File: src/pkg/accel_ctrl_consts.svh
/*
 Register offsets, field positions and reset values for the power, interrupt and
 output format control bank. Assumes inclusion by bare name from design files.
*/
// Overview of operation
// - chained: activity watched only after inactivity
// - unchained: activity and inactivity run independently
// - chained auto doze: inactivity puts device dozing
// - auto doze: activity wakes, normal rate resumes
// - chain clear: auto doze bit ignored
// - run bit: 0 standby, 1 measure; reset standby
// - doze: no sample-ready irq, no FIFO writes
// - doze: activity only; data still refreshed
// - doze rate 00..11 gives 8,4,2,1 Hz
// - enable bit two never drives a pin
// - ready, level, overrun enables gate pins only
// - route bit 0 pin a, 1 pin b
// - pin is OR of routed enabled sources
// - flags set on event, regardless of enables
// - data reads clear overrun; ready, level once drained
// - flag register read clears motion flags
// - stimulus bit applies electrostatic test force
// - wire mode bit: 1 three-wire, 0 four-wire
// - polarity bit: 0 active high, 1 low
// - alignment bit: 1 left, 0 right justified
// - asleep status reflects automatic doze state
`ifndef ACCEL_CTRL_CONSTS_SVH
`define ACCEL_CTRL_CONSTS_SVH
`define ADDR_POWER_MODE_CONTROL 6'h2D
`define ADDR_IRQ_ENABLE_MASK 6'h2E
`define ADDR_IRQ_PIN_ROUTE 6'h2F
`define ADDR_IRQ_FLAGS 6'h30
`define ADDR_OUTPUT_FORMAT_CONTROL 6'h31
`define ADDR_DATA_FIRST 6'h32
`define ADDR_DATA_LAST 6'h37
`define PWR_CHAIN_BIT 5
`define PWR_AUTO_DOZE_BIT 4
`define PWR_RUN_BIT 3
`define PWR_DOZE_BIT 2
`define PWR_RATE_LSB 0
`define PWR_WMASK 8'h3F
`define FMT_STIM_BIT 7
`define FMT_WIRE_BIT 6
`define FMT_POL_BIT 5
`define FMT_ALIGN_BIT 2
`define FMT_WMASK 8'hE4
`define FMT_FIXED_ONES 8'h0B
`define IRQ_WMASK 8'hFB
`define IRQ_READY_BIT 7
`define IRQ_ACT_BIT 4
`define IRQ_STILL_BIT 3
`define IRQ_DATA_CLR_MASK 8'h83
`define IRQ_MOTION_MASK 8'h78
`define CLK_HZ 40000000
`define DOZE_BASE_HZ 8
`define RESET_BYTE 8'h00
`endif

File: src/pkg/accel_ctrl_pkg.sv
/*
 Types shared by the control bank files. No assumptions beyond a SystemVerilog tool.
*/
package accel_ctrl_pkg;
   typedef enum logic [1:0] {
      DET_BOTH = 2'b00,
      DET_WAIT_STILL = 2'b01,
      DET_WAIT_ACT = 2'b10
   } detect_state_t;
endpackage : accel_ctrl_pkg

File: src/hdl/doze_tick_gen.sv
/*
 Doze sampling tick: one-cycle pulse at 8, 4, 2 or 1 Hz picked by a two-bit code.
 Assumes ref_clk at the rate named in the constants header.
*/
`timescale 1ns/1ps
`include "accel_ctrl_consts.svh"
module doze_tick_gen #(
   parameter int unsigned CLK_HZ = `CLK_HZ,
   parameter int unsigned BASE_HZ = `DOZE_BASE_HZ
) (
   // clock and reset
   input wire logic ref_clk,
   input wire logic arst_n,
   // control
   input wire logic run,
   input wire logic [1:0] rate_code,
   // tick out
   output logic tick
);
   localparam int unsigned BASE_CYC = CLK_HZ / BASE_HZ;
   logic [31:0] cnt_r;
   logic [31:0] limit;

   // 00 fastest; each step doubles the period
   assign limit = (32'(BASE_CYC) << rate_code) - 32'h1;

   // free counter restarts when not running so first tick has full period
   always_ff @(posedge ref_clk or negedge arst_n) begin
      if (!arst_n) begin
         cnt_r <= 32'h0;
         tick <= 1'b0;
      end else if (!run) begin
         cnt_r <= 32'h0;
         tick <= 1'b0;
      end else if (cnt_r >= limit) begin
         cnt_r <= 32'h0;
         tick <= 1'b1;
      end else begin
         cnt_r <= cnt_r + 32'h1;
         tick <= 1'b0;
      end
   end
endmodule : doze_tick_gen

File: src/hdl/sync2.sv
/*
 Two-flop synchroniser for a vector of levels from outside the clock domain.
 Assumes inputs are quasi-static or independently sampled bits.
*/
`timescale 1ns/1ps
module sync2 #(
   parameter int W = 1
) (
   // clock and reset
   input wire logic ref_clk,
   input wire logic arst_n,
   // data
   input wire logic [W-1:0] d,
   output logic [W-1:0] q
);
   logic [W-1:0] meta_r;

   // first stage feeds only the second
   always_ff @(posedge ref_clk or negedge arst_n) begin
      if (!arst_n) begin
         meta_r <= '0;
         q <= '0;
      end else begin
         meta_r <= d;
         q <= meta_r;
      end
   end
endmodule : sync2

File: src/hdl/accel_power_irq_format_ctrl.sv
/*
 Power, interrupt and output format control bank of a three-axis accelerometer.
 Registers sit behind a byte-wide register port from the serial interface logic,
 all on ref_clk. Detection engines, FIFO and data path are outside; their event
 pulses arrive on the same clock. The two interrupt pins are pad inputs to the
 system, driven here straight from flops.
*/
`timescale 1ns/1ps
`include "accel_ctrl_consts.svh"
module accel_power_irq_format_ctrl #(
   parameter int unsigned CLK_HZ = `CLK_HZ
) (
   // clock and reset
   input wire logic ref_clk,
   input wire logic arst_n,
   // register port from the serial interface
   input wire logic [5:0] reg_addr,
   input wire logic reg_wr,
   input wire logic reg_rd,
   input wire logic [7:0] reg_wdata,
   output logic [7:0] reg_rdata,
   // event pulses from detection, data and FIFO logic
   input wire logic ev_ready,
   input wire logic ev_shock1,
   input wire logic ev_shock2,
   input wire logic ev_act,
   input wire logic ev_still,
   input wire logic ev_level,
   input wire logic ev_overrun,
   input wire logic ready_pending,
   input wire logic level_pending,
   input wire logic act_axes_on,
   input wire logic still_axes_on,
   // controls to the measurement core
   output logic measure_en,
   output logic act_detect_en,
   output logic still_detect_en,
   output logic dozing,
   output logic fifo_write_en,
   output logic sample_tick_doze,
   output logic rate_use_config,
   output logic stimulus_en,
   output logic three_wire_en,
   output logic left_align_en,
   output logic asleep_status,
   // interrupt pins
   output logic irq_pin_a,
   output logic irq_pin_b
);
   logic [7:0] pwr_r;
   logic [7:0] ena_r;
   logic [7:0] route_r;
   logic [7:0] flags_r;
   logic [7:0] fmt_r;
   logic auto_doze_r;
   accel_ctrl_pkg::detect_state_t det_r;
   accel_ctrl_pkg::detect_state_t det_nxt;
   logic [7:0] ev_vec;
   logic [7:0] clr_vec;
   logic [7:0] hold_vec;
   logic [7:0] live;
   logic chain;
   logic auto_cfg;
   logic doze_now;
   logic data_rd;
   logic flags_rd;
   logic tick_w;
   logic [1:0] strap_q;
   logic [7:0] rd_mux;

   assign chain = pwr_r[`PWR_CHAIN_BIT];
   // auto doze counts only with chaining
   assign auto_cfg = chain & pwr_r[`PWR_AUTO_DOZE_BIT];
   assign doze_now = pwr_r[`PWR_DOZE_BIT] | auto_doze_r;
   // reads with side effects on the flags
   assign data_rd = reg_rd && (reg_addr >= `ADDR_DATA_FIRST) && (reg_addr <= `ADDR_DATA_LAST);
   assign flags_rd = reg_rd && (reg_addr == `ADDR_IRQ_FLAGS);

   // doze sample rate pulse
   doze_tick_gen #(
      .CLK_HZ(CLK_HZ)
   ) u_tick (
      .ref_clk(ref_clk),
      .arst_n(arst_n),
      .run(doze_now & pwr_r[`PWR_RUN_BIT]),
      .rate_code(pwr_r[`PWR_RATE_LSB +: 2]),
      .tick(tick_w)
   );

   // axis-enable levels may come from another block's domain; sample them safely
   sync2 #(
      .W(2)
   ) u_axes (
      .ref_clk(ref_clk),
      .arst_n(arst_n),
      .d({act_axes_on, still_axes_on}),
      .q(strap_q)
   );

   // power register; run bit clear after reset keeps the device in standby
   always_ff @(posedge ref_clk or negedge arst_n) begin
      if (!arst_n) begin
         pwr_r <= `RESET_BYTE;
      end else if (reg_wr && reg_addr == `ADDR_POWER_MODE_CONTROL) begin
         pwr_r <= reg_wdata & `PWR_WMASK;
      end
   end

   // enable register; bit 2 is unused and reads zero
   always_ff @(posedge ref_clk or negedge arst_n) begin
      if (!arst_n) begin
         ena_r <= `RESET_BYTE;
      end else if (reg_wr && reg_addr == `ADDR_IRQ_ENABLE_MASK) begin
         ena_r <= reg_wdata & `IRQ_WMASK;
      end
   end

   // routing register; same unused bit as the enables
   always_ff @(posedge ref_clk or negedge arst_n) begin
      if (!arst_n) begin
         route_r <= `RESET_BYTE;
      end else if (reg_wr && reg_addr == `ADDR_IRQ_PIN_ROUTE) begin
         route_r <= reg_wdata & `IRQ_WMASK;
      end
   end

   // format register; fixed ones are supplied on read only
   always_ff @(posedge ref_clk or negedge arst_n) begin
      if (!arst_n) begin
         fmt_r <= `RESET_BYTE;
      end else if (reg_wr && reg_addr == `ADDR_OUTPUT_FORMAT_CONTROL) begin
         fmt_r <= reg_wdata & `FMT_WMASK;
      end
   end

   // link sequencing of activity and inactivity watching
   always_comb begin
      det_nxt = det_r;
      if (!chain || !(strap_q[1] && strap_q[0])) begin
         det_nxt = accel_ctrl_pkg::DET_BOTH;
      end else begin
         unique case (det_r)
            accel_ctrl_pkg::DET_BOTH: det_nxt = accel_ctrl_pkg::DET_WAIT_STILL;
            accel_ctrl_pkg::DET_WAIT_STILL: begin
               if (ev_still) begin
                  det_nxt = accel_ctrl_pkg::DET_WAIT_ACT;
               end
            end
            accel_ctrl_pkg::DET_WAIT_ACT: begin
               if (ev_act) begin
                  det_nxt = accel_ctrl_pkg::DET_WAIT_STILL;
               end
            end
            default: det_nxt = accel_ctrl_pkg::DET_BOTH;
         endcase
      end
   end

   // link state register
   always_ff @(posedge ref_clk or negedge arst_n) begin
      if (!arst_n) begin
         det_r <= accel_ctrl_pkg::DET_BOTH;
      end else begin
         det_r <= det_nxt;
      end
   end

   // automatic doze: inactivity enters, activity leaves
   always_ff @(posedge ref_clk or negedge arst_n) begin
      if (!arst_n) begin
         auto_doze_r <= 1'b0;
      end else if (!auto_cfg || !pwr_r[`PWR_RUN_BIT]) begin
         auto_doze_r <= 1'b0;
      end else if (auto_doze_r && ev_act && strap_q[1]) begin
         auto_doze_r <= 1'b0;
      end else if (ev_still && strap_q[0]) begin
         auto_doze_r <= 1'b1;
      end
   end

   // hardware events; unused bit 2 never sets
   assign ev_vec = {ev_ready & ~doze_now, ev_shock1, ev_shock2, ev_act,
                    ev_still, 1'b0, ev_level, ev_overrun};

   // ready and level flags clear on data read only once their source has drained; overrun clears on any data read
   assign hold_vec = {ready_pending, 5'h00, level_pending, 1'b0};
   assign clr_vec = ({8{data_rd}} & `IRQ_DATA_CLR_MASK & ~hold_vec)
                  | ({8{flags_rd}} & `IRQ_MOTION_MASK);

   // sticky flags, set wins over clear, independent of enables
   always_ff @(posedge ref_clk or negedge arst_n) begin
      if (!arst_n) begin
         flags_r <= `RESET_BYTE;
      end else begin
         flags_r <= (flags_r & ~clr_vec) | ev_vec;
      end
   end

   // pins from flags, mask, routing and polarity every cycle
   assign live = flags_r & ena_r;

   // first pin: enabled sources whose route bit is zero
   always_ff @(posedge ref_clk or negedge arst_n) begin
      if (!arst_n) begin
         irq_pin_a <= 1'b0;
      end else begin
         irq_pin_a <= (|(live & ~route_r)) ^ fmt_r[`FMT_POL_BIT];
      end
   end

   // second pin: route bit one; polarity applied after the OR
   always_ff @(posedge ref_clk or negedge arst_n) begin
      if (!arst_n) begin
         irq_pin_b <= 1'b0;
      end else begin
         irq_pin_b <= (|(live & route_r)) ^ fmt_r[`FMT_POL_BIT];
      end
   end

   // read data select; unmapped addresses read zero
   always_comb begin
      unique case (reg_addr)
         `ADDR_POWER_MODE_CONTROL: rd_mux = pwr_r;
         `ADDR_IRQ_ENABLE_MASK: rd_mux = ena_r;
         `ADDR_IRQ_PIN_ROUTE: rd_mux = route_r;
         `ADDR_IRQ_FLAGS: rd_mux = flags_r;
         `ADDR_OUTPUT_FORMAT_CONTROL: rd_mux = fmt_r | `FMT_FIXED_ONES;
         default: rd_mux = `RESET_BYTE;
      endcase
   end

   // read data, registered; holds until the next read
   always_ff @(posedge ref_clk or negedge arst_n) begin
      if (!arst_n) begin
         reg_rdata <= `RESET_BYTE;
      end else if (reg_rd) begin
         reg_rdata <= rd_mux;
      end
   end

   // measurement follows the run bit; standby out of reset
   always_ff @(posedge ref_clk or negedge arst_n) begin
      if (!arst_n) begin
         measure_en <= 1'b0;
      end else begin
         measure_en <= pwr_r[`PWR_RUN_BIT];
      end
   end

   // activity watching: link state gates it, doze keeps it alive
   always_ff @(posedge ref_clk or negedge arst_n) begin
      if (!arst_n) begin
         act_detect_en <= 1'b0;
      end else begin
         act_detect_en <= pwr_r[`PWR_RUN_BIT] && strap_q[1]
                          && det_nxt != accel_ctrl_pkg::DET_WAIT_STILL;
      end
   end

   // inactivity watching stops in doze and while waiting for activity
   always_ff @(posedge ref_clk or negedge arst_n) begin
      if (!arst_n) begin
         still_detect_en <= 1'b0;
      end else begin
         still_detect_en <= pwr_r[`PWR_RUN_BIT] && strap_q[0] && !doze_now
                            && det_nxt != accel_ctrl_pkg::DET_WAIT_ACT;
      end
   end

   // doze state seen by the measurement core
   always_ff @(posedge ref_clk or negedge arst_n) begin
      if (!arst_n) begin
         dozing <= 1'b0;
      end else begin
         dozing <= doze_now;
      end
   end

   // no fifo writes in standby or doze
   always_ff @(posedge ref_clk or negedge arst_n) begin
      if (!arst_n) begin
         fifo_write_en <= 1'b0;
      end else begin
         fifo_write_en <= pwr_r[`PWR_RUN_BIT] & ~doze_now;
      end
   end

   // doze sample pulse, one flop later so the port comes from a flop
   always_ff @(posedge ref_clk or negedge arst_n) begin
      if (!arst_n) begin
         sample_tick_doze <= 1'b0;
      end else begin
         sample_tick_doze <= tick_w;
      end
   end

   // configured output rate everywhere but doze
   always_ff @(posedge ref_clk or negedge arst_n) begin
      if (!arst_n) begin
         rate_use_config <= 1'b1;
      end else begin
         rate_use_config <= ~doze_now;
      end
   end

   // test force straight from the format register
   always_ff @(posedge ref_clk or negedge arst_n) begin
      if (!arst_n) begin
         stimulus_en <= 1'b0;
      end else begin
         stimulus_en <= fmt_r[`FMT_STIM_BIT];
      end
   end

   // serial wire mode for the interface logic
   always_ff @(posedge ref_clk or negedge arst_n) begin
      if (!arst_n) begin
         three_wire_en <= 1'b0;
      end else begin
         three_wire_en <= fmt_r[`FMT_WIRE_BIT];
      end
   end

   // data justification for the output data path
   always_ff @(posedge ref_clk or negedge arst_n) begin
      if (!arst_n) begin
         left_align_en <= 1'b0;
      end else begin
         left_align_en <= fmt_r[`FMT_ALIGN_BIT];
      end
   end

   // asleep tracks automatic doze only; manual doze leaves it low
   always_ff @(posedge ref_clk or negedge arst_n) begin
      if (!arst_n) begin
         asleep_status <= 1'b0;
      end else begin
         asleep_status <= auto_doze_r;
      end
   end
endmodule : accel_power_irq_format_ctrl

File: config.mk
export PLATFORM = sky130hd
export DESIGN_NAME = accel_power_irq_format_ctrl
export DESIGN_NICKNAME = d
export VERILOG_FILES = /design/src/pkg/accel_ctrl_pkg.sv /design/src/hdl/doze_tick_gen.sv /design/src/hdl/sync2.sv /design/src/hdl/accel_power_irq_format_ctrl.sv
export VERILOG_INCLUDE_DIRS = /design/src /design/src/pkg
export SDC_FILE = /design/constraint.sdc
export NUM_CORES = 1
export LEC_CHECK = 0
export ABC_AREA = 1
export BUFFER_PORTS_ARGS = -buffer_cell sky130_fd_sc_hd__buf_2
export CAP_MARGIN = 20
export CORE_AREA = 4 4 129 131
export CTS_BUF_LIST = sky130_fd_sc_hd__clkbuf_4 sky130_fd_sc_hd__clkbuf_8
export CTS_CLUSTER_DIAMETER = 150
export CTS_CLUSTER_SIZE = 28
export DETAILED_ROUTE_END_ITERATION = 10
export DIE_AREA = 0 0 133 135
export PLACE_DENSITY = 0.55
export SYNTH_ARGS = -nofsm -noshare
export SYNTH_HDL_FRONTEND = slang
export SYNTH_SLANG_ARGS = --single-unit
export TNS_END_PERCENT = 20
File: constraint.sdc
create_clock -name ref_clk -period 5.42 [get_ports ref_clk]
set_input_delay 1.626 -clock ref_clk [delete_from_list [all_inputs] [get_ports ref_clk]]
set_output_delay 1.626 -clock ref_clk [all_outputs]
set_load 0.05 [all_outputs]
# Yosys cells after proc, flatten, opt, wreduce, memory -nomap -nowiden
# Cells that the tools add are included.
# word_totals
n_memories,0
word_cells,97
output_inout_bits,21
romBits,0
inputBits,29
latch_bits,0
reg_bits,93
ramBits,0
# op_classes
reduce_logical,27
bitwise,18
n_div,0
n_shift,1
mul,0
mux,12
order_cmp,3
addsub,2
n_eq_ne,9
# ops
cell,n
two-way mux 32 bit,2
AND 8 bit,5
one-hot mux 8 bit (5 select lines),1
"adder 32 x 1 -> 32 bit, second input constant",1
>= comparator 32 bit,1
"<< shifter 23 x 2 -> 32 bit, first input constant",1
"subtractor 32 x 1 -> 32 bit, second input constant",1
"== test 6 bit, second input constant",5
inverter 8 bit,3
logical AND 1 bit,16
OR reduction 8 bit,2
bitwise OR 8 x 7 -> 8 bit,1
bitwise OR 8 bit,1
">= comparator 6 bit, second input constant",1
"<= comparator 6 bit, second input constant",1
two-way mux 2 bit,3
one-hot mux 2 bit (3 select lines),1
logical NOT 1 bit,5
two-way mux 1 bit,5
AND 1 bit,4
nonzero test 3 bit,1
"== test 2 x 1 -> 1 bit, second input constant",1
"== test 2 bit, second input constant",1
logical NOT 2 bit,1
6 further kinds,8

# Logic depth before layout (Yosys ltp)
# Gate-level depths: netlist of run 1.
# depth
depth_word,8
mapped_depth,17
mapped_depth_nobuf,16

# Hierarchy
# Synthesis of run 1 repeated with hierarchy kept, for this count alone.
# unflattened
hier_cells,697
area_unflattened_um2,5430.2
# modules_own_cells
module,seq_area_each_um2,area_per_inst_um2,cells_per_inst,instances
doze_tick_gen,825.8,2757.6,411,1
accel_power_irq_format_ctrl,1377.6,2572.5,282,1
sync2,100.1,100.1,4,1

# Worst setup path after synthesis of run 1
# OpenSTA, ideal clock, no wires.
# synth_timing
kind,input to register
from,input reg_addr[4]
to,register route_r[5]
setup_slack_ns,2.872
path_buffers,1
arrival_time_ns,2.421
cell_stages,9
setup_ns,0.127
t_required_ns,5.293
path_cell_list,inv_1 > nand2_1 > nor2_2 > inv_2 > nor2_4 > nand2_2 > buf_4 > nand2_1 > o21ai_0
# synth_via
elab_chain_len,2
# synth_lines
element,line_no,text
start: declaration,accel_power_irq_format_ctrl.sv:17,"input wire logic [5:0] reg_addr,"
== test 6 bit,-,
logical AND 1 bit (no source line),-,
end signal: assignment,accel_power_irq_format_ctrl.sv:121,route_r <= `RESET_BYTE;
end signal: assignment,accel_power_irq_format_ctrl.sv:123,route_r <= reg_wdata & `IRQ_WMASK;
end: declaration,accel_power_irq_format_ctrl.sv:52,logic [7:0] route_r;
# Every way passes these cells.
# A chain may end at the register's enable or synchronous reset.

# Worst setup path in the final report of run 1
# layout_timing
from,register pwr_r[1]
to,register u_tick.cnt_r[2]
# layout_via
elab_chain_len,5
# layout_lines
element,line_no,text
start: declaration,accel_power_irq_format_ctrl.sv:50,logic [7:0] pwr_r;
start signal: assignment,accel_power_irq_format_ctrl.sv:103,pwr_r <= `RESET_BYTE;
start signal: assignment,accel_power_irq_format_ctrl.sv:105,pwr_r <= reg_wdata & `PWR_WMASK;
<< shifter 23 x 2 -> 32 bit,doze_tick_gen.sv:25,assign limit = (32'(BASE_CYC) << rate_code) - 32'h1;
subtractor 32 x 1 -> 32 bit,doze_tick_gen.sv:25,
>= comparator 32 bit,doze_tick_gen.sv:35,end else if (cnt_r >= limit) begin
two-way mux 32 bit,doze_tick_gen.sv:35,
two-way mux 32 bit,doze_tick_gen.sv:32,end else if (!run) begin
end signal: assignment,doze_tick_gen.sv:39,cnt_r <= cnt_r + 32'h1;
end: declaration,doze_tick_gen.sv:21,logic [31:0] cnt_r;
# Every way passes these cells.

==> impl_metrics.csv, run 1 <==
group,metric,value,unit
run_status,status,"complete, no violations",
placed_design,gp_congestion,0.840,
timing,setup_viol,0,
clock_network,h-tree-depth,3,
detailed_routing,wl,13.6,mm
clock_network,clock_path_buffers,2,
floorplanning,core-area,15600,µm²
cells_and_area,instances_no_fill,990,
logic_synthesis,ys_types,36,
clock_network,cts_resized,0,
detailed_routing,ant_nets,0,
detailed_routing,firstDrtPassIters,5,
logic_synthesis,synth_most_common_cell,"nand2_1",
timing,layout_setup_ws,2.47,ns
pwr,peakVddDrop,0.124,mV
pwr,power.density,244,nW/µm²
critical_path,criticalPathCategory,"flop to flop",
clock_network,post-cts-setup-buffer-count,0,
detailed_routing,wl_per_cell,13.8,µm
detailed_routing,drc_errors,0,
floorplanning,start_util,0.344,
logic_synthesis,synth_edf_count,0,
hold_path,hold_path_class,"flop to flop",
logic_synthesis,synthSimpleGateAreaFrac,0.354,
timing,slew_headroom,0.423,
placed_design,dp_slack,2.44,ns
timing,fin_crit,2.95,ns
detailed_routing,avgViaCountPerCell,4.59,
logic_synthesis,netlist_top_cells_count,"nand2_1, nor2_1, dfrtp_1, inv_1, nand3_1",
timing,clock.fmax,339,MHz
cells_and_area,final.fill_count,1663,
clock_network,clk_latency,0.38,ns
logic_synthesis,synthFlopType,"dfrtp_1",
critical_path,startpoint_type,"flop",
critical_path,worst-endpoint-required,5.66,ns
clock_network,cts_tree,"done",
logic_synthesis,synth_seq_area_share,0.429,
logic_synthesis,netlist_instances,713,
clock_network,cts_made_buffers,9,
floorplanning,row_count,46,
timing,fin_crit_sh,0.545,
floorplanning,fp.dieH,135,µm
clock_network,path_clk_slew,0.10,ns
critical_path,cp-end-kind,"flop",
logic_synthesis,synth.avg_cell_area,7.52,µm²
placed_design,placed_cells,974,
logic_synthesis,ys_seq_elements,92,
floorplanning,num_io_pins,50,
hold_path,worstHoldPathCells,0,
logic_synthesis,ys_warn_count,0,
critical_path,crit_path_max_fanout,32,
detailed_routing,vias,4543,
clock_network,clock_sinks,92,
cells_and_area,syn_to_final_growth,12.7,%
timing,hold_viol,0,
global_route,grt_pass1_wl,23.2,mm
cells_and_area,num_antenna_cells,0,
flow_run,drv_cap,0,
placed_design,placed_area,5840,µm²
logic_synthesis,muxShareOfSynthArea,0,
global_route,track_usage,0.161,
placed_design,dp_hpwl,10.2,mm
critical_path,r2r_slack,2.47,ns
timing,worst_pin_slew,0.866,ns
clock_network,hold_buffers,0,
logic_synthesis,synth_area,5360,µm²
global_route,antenna_found_initial,0,
pwr,p_leak,3.08,nW
cells_and_area,final_area,6040,µm²
critical_path,rr_worst_depth,15,
logic_synthesis,synth-xor-area-share,0.00816,
placed_design,port_buffers,49,
floorplanning,dieArea,18000,µm²
logic_synthesis,synth_top_area_frac,0.425,
logic_synthesis,synth_compound_area_frac,0.0585,
global_route,grt_pass1_vias,4466,
timing,setup_tns,0,ns
logic_synthesis,synthAdderAreaFrac,0.0840,
logic_synthesis,synth.area.top_cells,"dfrtp_1, nand2_1, ha_1",
floorplanning,die_w,133,µm
timing,skew,0.0147,ns
critical_path,cp_data_arrival_time,3.19,ns
global_route,grt_overflow,0,
global_route,grt_start_max_net_pins,68,
timing,rsz0062_at_grt,"false",
timing,whs,0.356,ns
detailed_routing,drt_iter0_markers,263,
clock_network,cts_root_buf,"clkbuf_8",
cells_and_area,layout.nets,834,
timing,slew_violations,0,
cells_and_area,layout-drive-gt1-share,0.145,
logic_synthesis,synth_top_cell_by_area,"dfrtp_1",
logic_synthesis,async_flop_share,1.00,
logic_synthesis,synth_top_family_by_area,"simple AND/OR/NAND/NOR gates",
==> state kept, by name, indices dropped and copies added, names as in the netlist, 2 cells and up <==
register,flops
route_r,7
flags_r,7
ena_r,7
u_axes.q,2
pwr_r,6
det_r,2
reg_rdata,8
fmt_r,4
u_axes.meta_r,2
u_tick.cnt_r,32
==> per-layer routing <==
layer | GRT usage | vias up | share of wire
li1 | - | 2368 | -
met1 | 0.234 | 2089 | 0.50
met2 | 0.249 | 71 | 0.45
met3 | 0.0227 | 15 | 0.029
met4 | 0.0520 | 0 | 0.014
met5 | 0 | - | 0
==> kinds of logic (layout without fill, tap and decap cells) <==
family          after synthesis  count (layout)
fa+ha+maj                    36              36
xor+xnor                      5               5
other cells                   1               6
buf+inv                      84             140
compound gates               53              53
flops                        92              92
simple gates                442             442
==> worst max-delay path, cell delays in order, from the launching register on <==
cell     delay (ns)
dfrtp_1        0.56
inv_1          0.16
ha_1           0.36
inv_1          0.14
nand4_1        0.11
xor2_1         0.16
ha_1           0.28
nand2_1        0.04
inv_1          0.04
nand2_1        0.06
nor2_1         0.10
nand2_1        0.06
nand3_1        0.06
nand2_1        0.08
nand2_2        0.51
nor2_1         0.09
==> worst paths after layout <==
check                            startpoint               end
max                                pwr_r[1]   u_tick.cnt_r[2]
min                        u_axes.meta_r[0]       u_axes.q[0]
max reg2reg                        pwr_r[1]   u_tick.cnt_r[2]
min reg2reg                u_axes.meta_r[0]       u_axes.q[0]
max in group asynchronous            arst_n         irq_pin_a
min in group asynchronous            arst_n  u_tick.cnt_r[27]
==> stage by stage <==
| stage | util | total power [mW] |
|---|---|---|
| 2_1_floorplan | - | 0.933 |
| 3_3_place_gp | 0.375 | 1.02 |
| 3_5_place_dp | 0.375 | 1.02 |
| 4_1_cts | 0.388 | 1.50 |
| 5_1_grt | 0.388 | 1.56 |
| 6_report | 0.388 | 1.48 |
==> cell usage in the layout, fill, tap and decap left out, types with 8 or more instances in the layout <==
cell      netlist  routed
a21oi_1         9       9
buf_2           4      48
clkbuf_8        0      10
dfrtp_1        91      91
ha_1           36      36
inv_1          69      69
nand2_1       219     219
nand2_2         8       8
nand3_1        63      63
nand4_1        10      10
nor2_1        104     103
nor2_2          9      10
nor3_1          8       8
o21ai_0        23      23
or2_2          13      13
==> cell type report <==
type                            count  area (µm²)  area share
Multi-Input combinational cell    542        2730       0.452
Sequential cell                    92        2300       0.381
Inverter                           73         274      0.0453
Tap cell                          216         270      0.0447
Timing Repair Buffer               51         263      0.0435
Clock buffer                       10         138      0.0228
Clock inverter                      6        65.1      0.0108
==> power breakdown <==
group	total [mW]	switching [mW]	internal (mW)
Clock	0.476	0.282	0.194
Combinational	0.235	0.164	0.0712
Sequential	0.766	0.0380	0.728
No activity file was read; power rests on OpenSTA's default activity.
==> inputs of run 2 (changes only) <==
--- a/config.mk
+++ b/config.mk
@@ -6,15 +6,15 @@
 export SDC_FILE = /design/constraint.sdc
 export NUM_CORES = 1
 export LEC_CHECK = 0
-export ABC_AREA = 1
+export ABC_AREA = 0
 export BUFFER_PORTS_ARGS = -buffer_cell sky130_fd_sc_hd__buf_2
 export CAP_MARGIN = 20
-export CORE_AREA = 4 4 129 131
+export CORE_AREA = 4 4 123 125
 export CTS_BUF_LIST = sky130_fd_sc_hd__clkbuf_4 sky130_fd_sc_hd__clkbuf_8
 export CTS_CLUSTER_DIAMETER = 150
 export CTS_CLUSTER_SIZE = 28
 export DETAILED_ROUTE_END_ITERATION = 10
-export DIE_AREA = 0 0 133 135
+export DIE_AREA = 0 0 127 129
 export PLACE_DENSITY = 0.55
 export SYNTH_ARGS = -nofsm -noshare
 export SYNTH_HDL_FRONTEND = slang
==> constraint.sdc (replaced) <==
create_clock -name ref_clk -period 2.8 [get_ports ref_clk]
set_input_delay 0.84 -clock ref_clk [delete_from_list [all_inputs] [get_ports ref_clk]]
set_output_delay 0.84 -clock ref_clk [all_outputs]
set_load 0.05 [all_outputs]
==> run 2 against run 1 <==
Effect of this change:
- the run now ends with negative setup slack left
- synthesized cell count decreased by 36%
- core utilization increased by 3.3 points
- final cell count decreased by 27%
- first-iteration DRC count decreased by 16%
==> impl_metrics.csv, run 2 <==
group,metric,value,unit
critical_path,crit_slowest_cell,"or4b_4",
critical_path,rr_worst_depth,14,
cells_and_area,layout-drive-gt1-share,0.258,
pwr,p_sw,0.897,mW
logic_synthesis,ys_warn_count,0,
timing,fin_crit,2.96,ns
floorplanning,dieArea,16400,µm²
pwr,power.density,522,nW/µm²
floorplanning,num_io_pins,50,
hold_path,hold_path_class,"flop to flop",
clock_network,clock_sinks,92,
timing,clock.fmax,338,MHz
critical_path,startpoint_type,"flop",
clock_network,cts_root_buf,"clkbuf_8",
pwr,peakVddDrop,0.445,mV
pwr,power.internal,2.16,mW
timing,setup_tns,-4.65,ns
logic_synthesis,synth_most_common_cell,"dfrtp_1",
clock_network,cts_tree,"done",
global_route,antenna_found_initial,0,
critical_path,crit_path_max_fanout,5,
cells_and_area,final.fill_count,1363,
cells_and_area,layout.nets,602,
critical_path,cp_data_arrival_time,3.29,ns
timing,slew_violations,0,
cells_and_area,instances_no_fill,722,
critical_path,timing.rr.start,"pwr_r[0]",
hold_path,hold_path_startpoint,"u_axes.meta_r[1]",
logic_synthesis,async_flop_share,1.00,
clock_network,path_clk_slew,0.10,ns
cells_and_area,num_antenna_cells,0,
clock_network,clk_latency,0.38,ns
floorplanning,die_w,127,µm
logic_synthesis,ys_types,51,
logic_synthesis,synth_seq_area_share,0.478,
critical_path,crit_path_cell_trace,"inv_4 -> ha_4 -> inv_1 -> ha_1 -> nand4b_1 -> nor3_2 -> xnor2_1 -> ha_1 -> and4_1 -> or4b_4 -> a2111oi_4 -> buf_6 -> buf_12 -> o21ba_2",
hold_path,worstHoldPathCells,0,
critical_path,r2r_slack,-0.16,ns
detailed_routing,drc_errors,0,
detailed_routing,drt_iter0_markers,222,
logic_synthesis,synth.area.top_cells,"dfrtp_1, ha_1, mux2_2",
clock_network,cts_made_buffers,9,
timing,hold_viol,0,
cells_and_area,finish.utilization,0.421,
timing,whs,0.355,ns
clock_network,h-tree-depth,3,
global_route,grt_overflow,0,
clock_network,clock_path_buffers,2,
global_route,track_usage,0.148,
logic_synthesis,synth.avg_cell_area,10.6,µm²
timing,setup_viol,33,
logic_synthesis,netlist_top_cells_count,"dfrtp_1, nand2_1, nor3_1, ha_1, mux2_2",
pwr,p_comb_frac,0.177,
global_route,grt_start_max_net_pins,37,
logic_synthesis,netlist_instances,457,
critical_path,reg2reg_to,"u_tick.tick",
run_status,violations,"negative setup slack",
global_route,grt_pass1_vias,3783,
cells_and_area,final_common_cell,"dfrtp_1",
cells_and_area,largestRegisters,"u_tick.cnt_r x32, reg_rdata x8",
placed_design,dp_hpwl,8.34,mm
timing,skew,0.0128,ns
placed_design,gp_congestion,0.861,
floorplanning,row_count,43,
pwr,switching_share,0.294,
detailed_routing,ant_nets,0,
cells_and_area,largest_reg_flops,32,
critical_path,criticalPathCategory,"flop to flop",
pwr,p_leak,2.62,nW
pwr,seqPwrFrac,0.485,
floorplanning,start_util,0.347,
critical_path,worst-endpoint-required,3.12,ns
logic_synthesis,synth_top_area_frac,0.472,
global_route,grt_pass1_wl,19.2,mm
logic_synthesis,synth_edf_count,0,
logic_synthesis,synth_area,4820,µm²
logic_synthesis,synth_top_cell_by_area,"dfrtp_1",
placed_design,port_buffers,49,
timing,rsz0062_at_grt,"true",
detailed_routing,firstDrtPassIters,5,
run_status,status,"finished, violations left",
timing,layout_setup_ws,-0.160,ns
critical_path,path_common_cell,"ha_1",
detailed_routing,wl_per_cell,16.2,µm
clock_network,hold_buffers,0,
logic_synthesis,ys_seq_elements,92,
floorplanning,fp.dieH,129,µm
cells_and_area,layout_common_cells,"dfrtp_1, buf_2, nand2_1",
critical_path,cp-end-kind,"flop",
placed_design,placed_cells,699,
detailed_routing,vias,3717,
flow_run,drv_cap,0,
pwr,clkPwrFrac,0.337,
critical_path,max_stage_delay,0.48,ns
timing,fin_crit_sh,1.06,
cells_and_area,syn_to_final_growth,21.1,%
logic_synthesis,synthFlopType,"dfrtp_1",
hold_path,holdPathEnd,"u_axes.q[1]",
pwr,power,3.05,mW
detailed_routing,avgViaCountPerCell,5.15,
detailed_routing,wl,11.7,mm
cells_and_area,regMostFlops,"u_tick.cnt_r",
floorplanning,core-area,13900,µm²
[run 2: cell count changes after synthesis, moves of 22 or more]
cell	previous run	this run
nand2_1	219	37
nor2_1	104	20
xnor2_1	1	23
mux2_2	0	25
nand3_1	63	17
inv_1	69	24
nor3_1	8	37
[run 2: worst max path at each step]
stage | start | cells past startpoint | endpoint | slack, ns
2_1_floorplan | pwr_r[1] | 13 | u_tick.cnt_r[10] | -0.17
3_3_place_gp | pwr_r[0] | 12 | u_tick.tick | -0.14
3_5_place_dp | pwr_r[0] | 12 | u_tick.tick | -0.18
4_1_cts | pwr_r[0] | 14 | u_tick.tick | -0.18
5_1_grt | pwr_r[0] | 14 | u_tick.cnt_r[29] | -0.32
6_report | pwr_r[0] | 14 | u_tick.tick | -0.16
[run 2: metrics by stage]
stage               setup WS (ns)  area [µm²]
floorplan                  -0.171        4860
global placement           -0.141        5480
detailed placement         -0.184        5480
CTS                        -0.177        5810
global route               -0.316        5840
finish                     -0.160        5840
[run 2: cell families (layout without fill, tap and decap cells)]
group,Yosys count,in the layout,share of synthesized area
other,1,6,0.000777
AND/OR/NAND/NOR,159,159,0.169
buffers and inverters,44,124,0.0397
flip-flops,92,92,0.478
multiplexers,26,26,0.0604
adder cells (fa/ha/maj),36,36,0.0934
XOR/XNOR,33,33,0.0599
AO/OA/AOI/OAI,66,66,0.0996
[run 2: worst max-delay path, delay by kind of cell, from the launching register on]
family	cells	cell delay (ns)
adders and majority gates	3	0.57
and+or+nand+nor	4	0.81
xor gates and xnor gates	1	0.12
AOI/OAI and AO/OA	2	0.48
buffers and inverters	4	0.44
DFF	1	0.47
[run 2: final cells by class]
type	instances	area [µm²]	share of cell area
repair buffers	84	604	0.103
multi-input cells	326	2380	0.408
clock inverters	6	93.8	0.0161
inverters	24	92.6	0.0158
flip-flops and latches	92	2310	0.395
clock buffers	10	138	0.0236
well taps	180	225	0.0385
[run 2: power groups by stage]
stage / Sequential, mW / Clock (mW) / Combinational (mW)
5_1_grt: 1.50 / 1.12 / 0.595
6_report: 1.48 / 1.03 / 0.541
3_3_place_gp: 1.50 / 0 / 0.533
2_1_floorplan: 1.62 / 0 / 0.212
3_5_place_dp: 1.50 / 0 / 0.541
4_1_cts: 1.48 / 1.07 / 0.550
[run 2: repair_timing]
action / in CTS / in global routing
cloned: 3 / 1
setup buffers: 3 / 0
pin swaps: 2 / 0
resized for setup: 6 / 1
setup endpoints to repair: 33 / 33
endpoints found under the hold margin: 0 / 0
[run 2: per-layer routing]
metal  track usage  vias up  wire [µm]
li1              -     1799          -
met1         0.188     1820       5310
met2         0.249       78       5660
met3        0.0274       20        411
met4        0.0656        0        277
met5             0        -          0
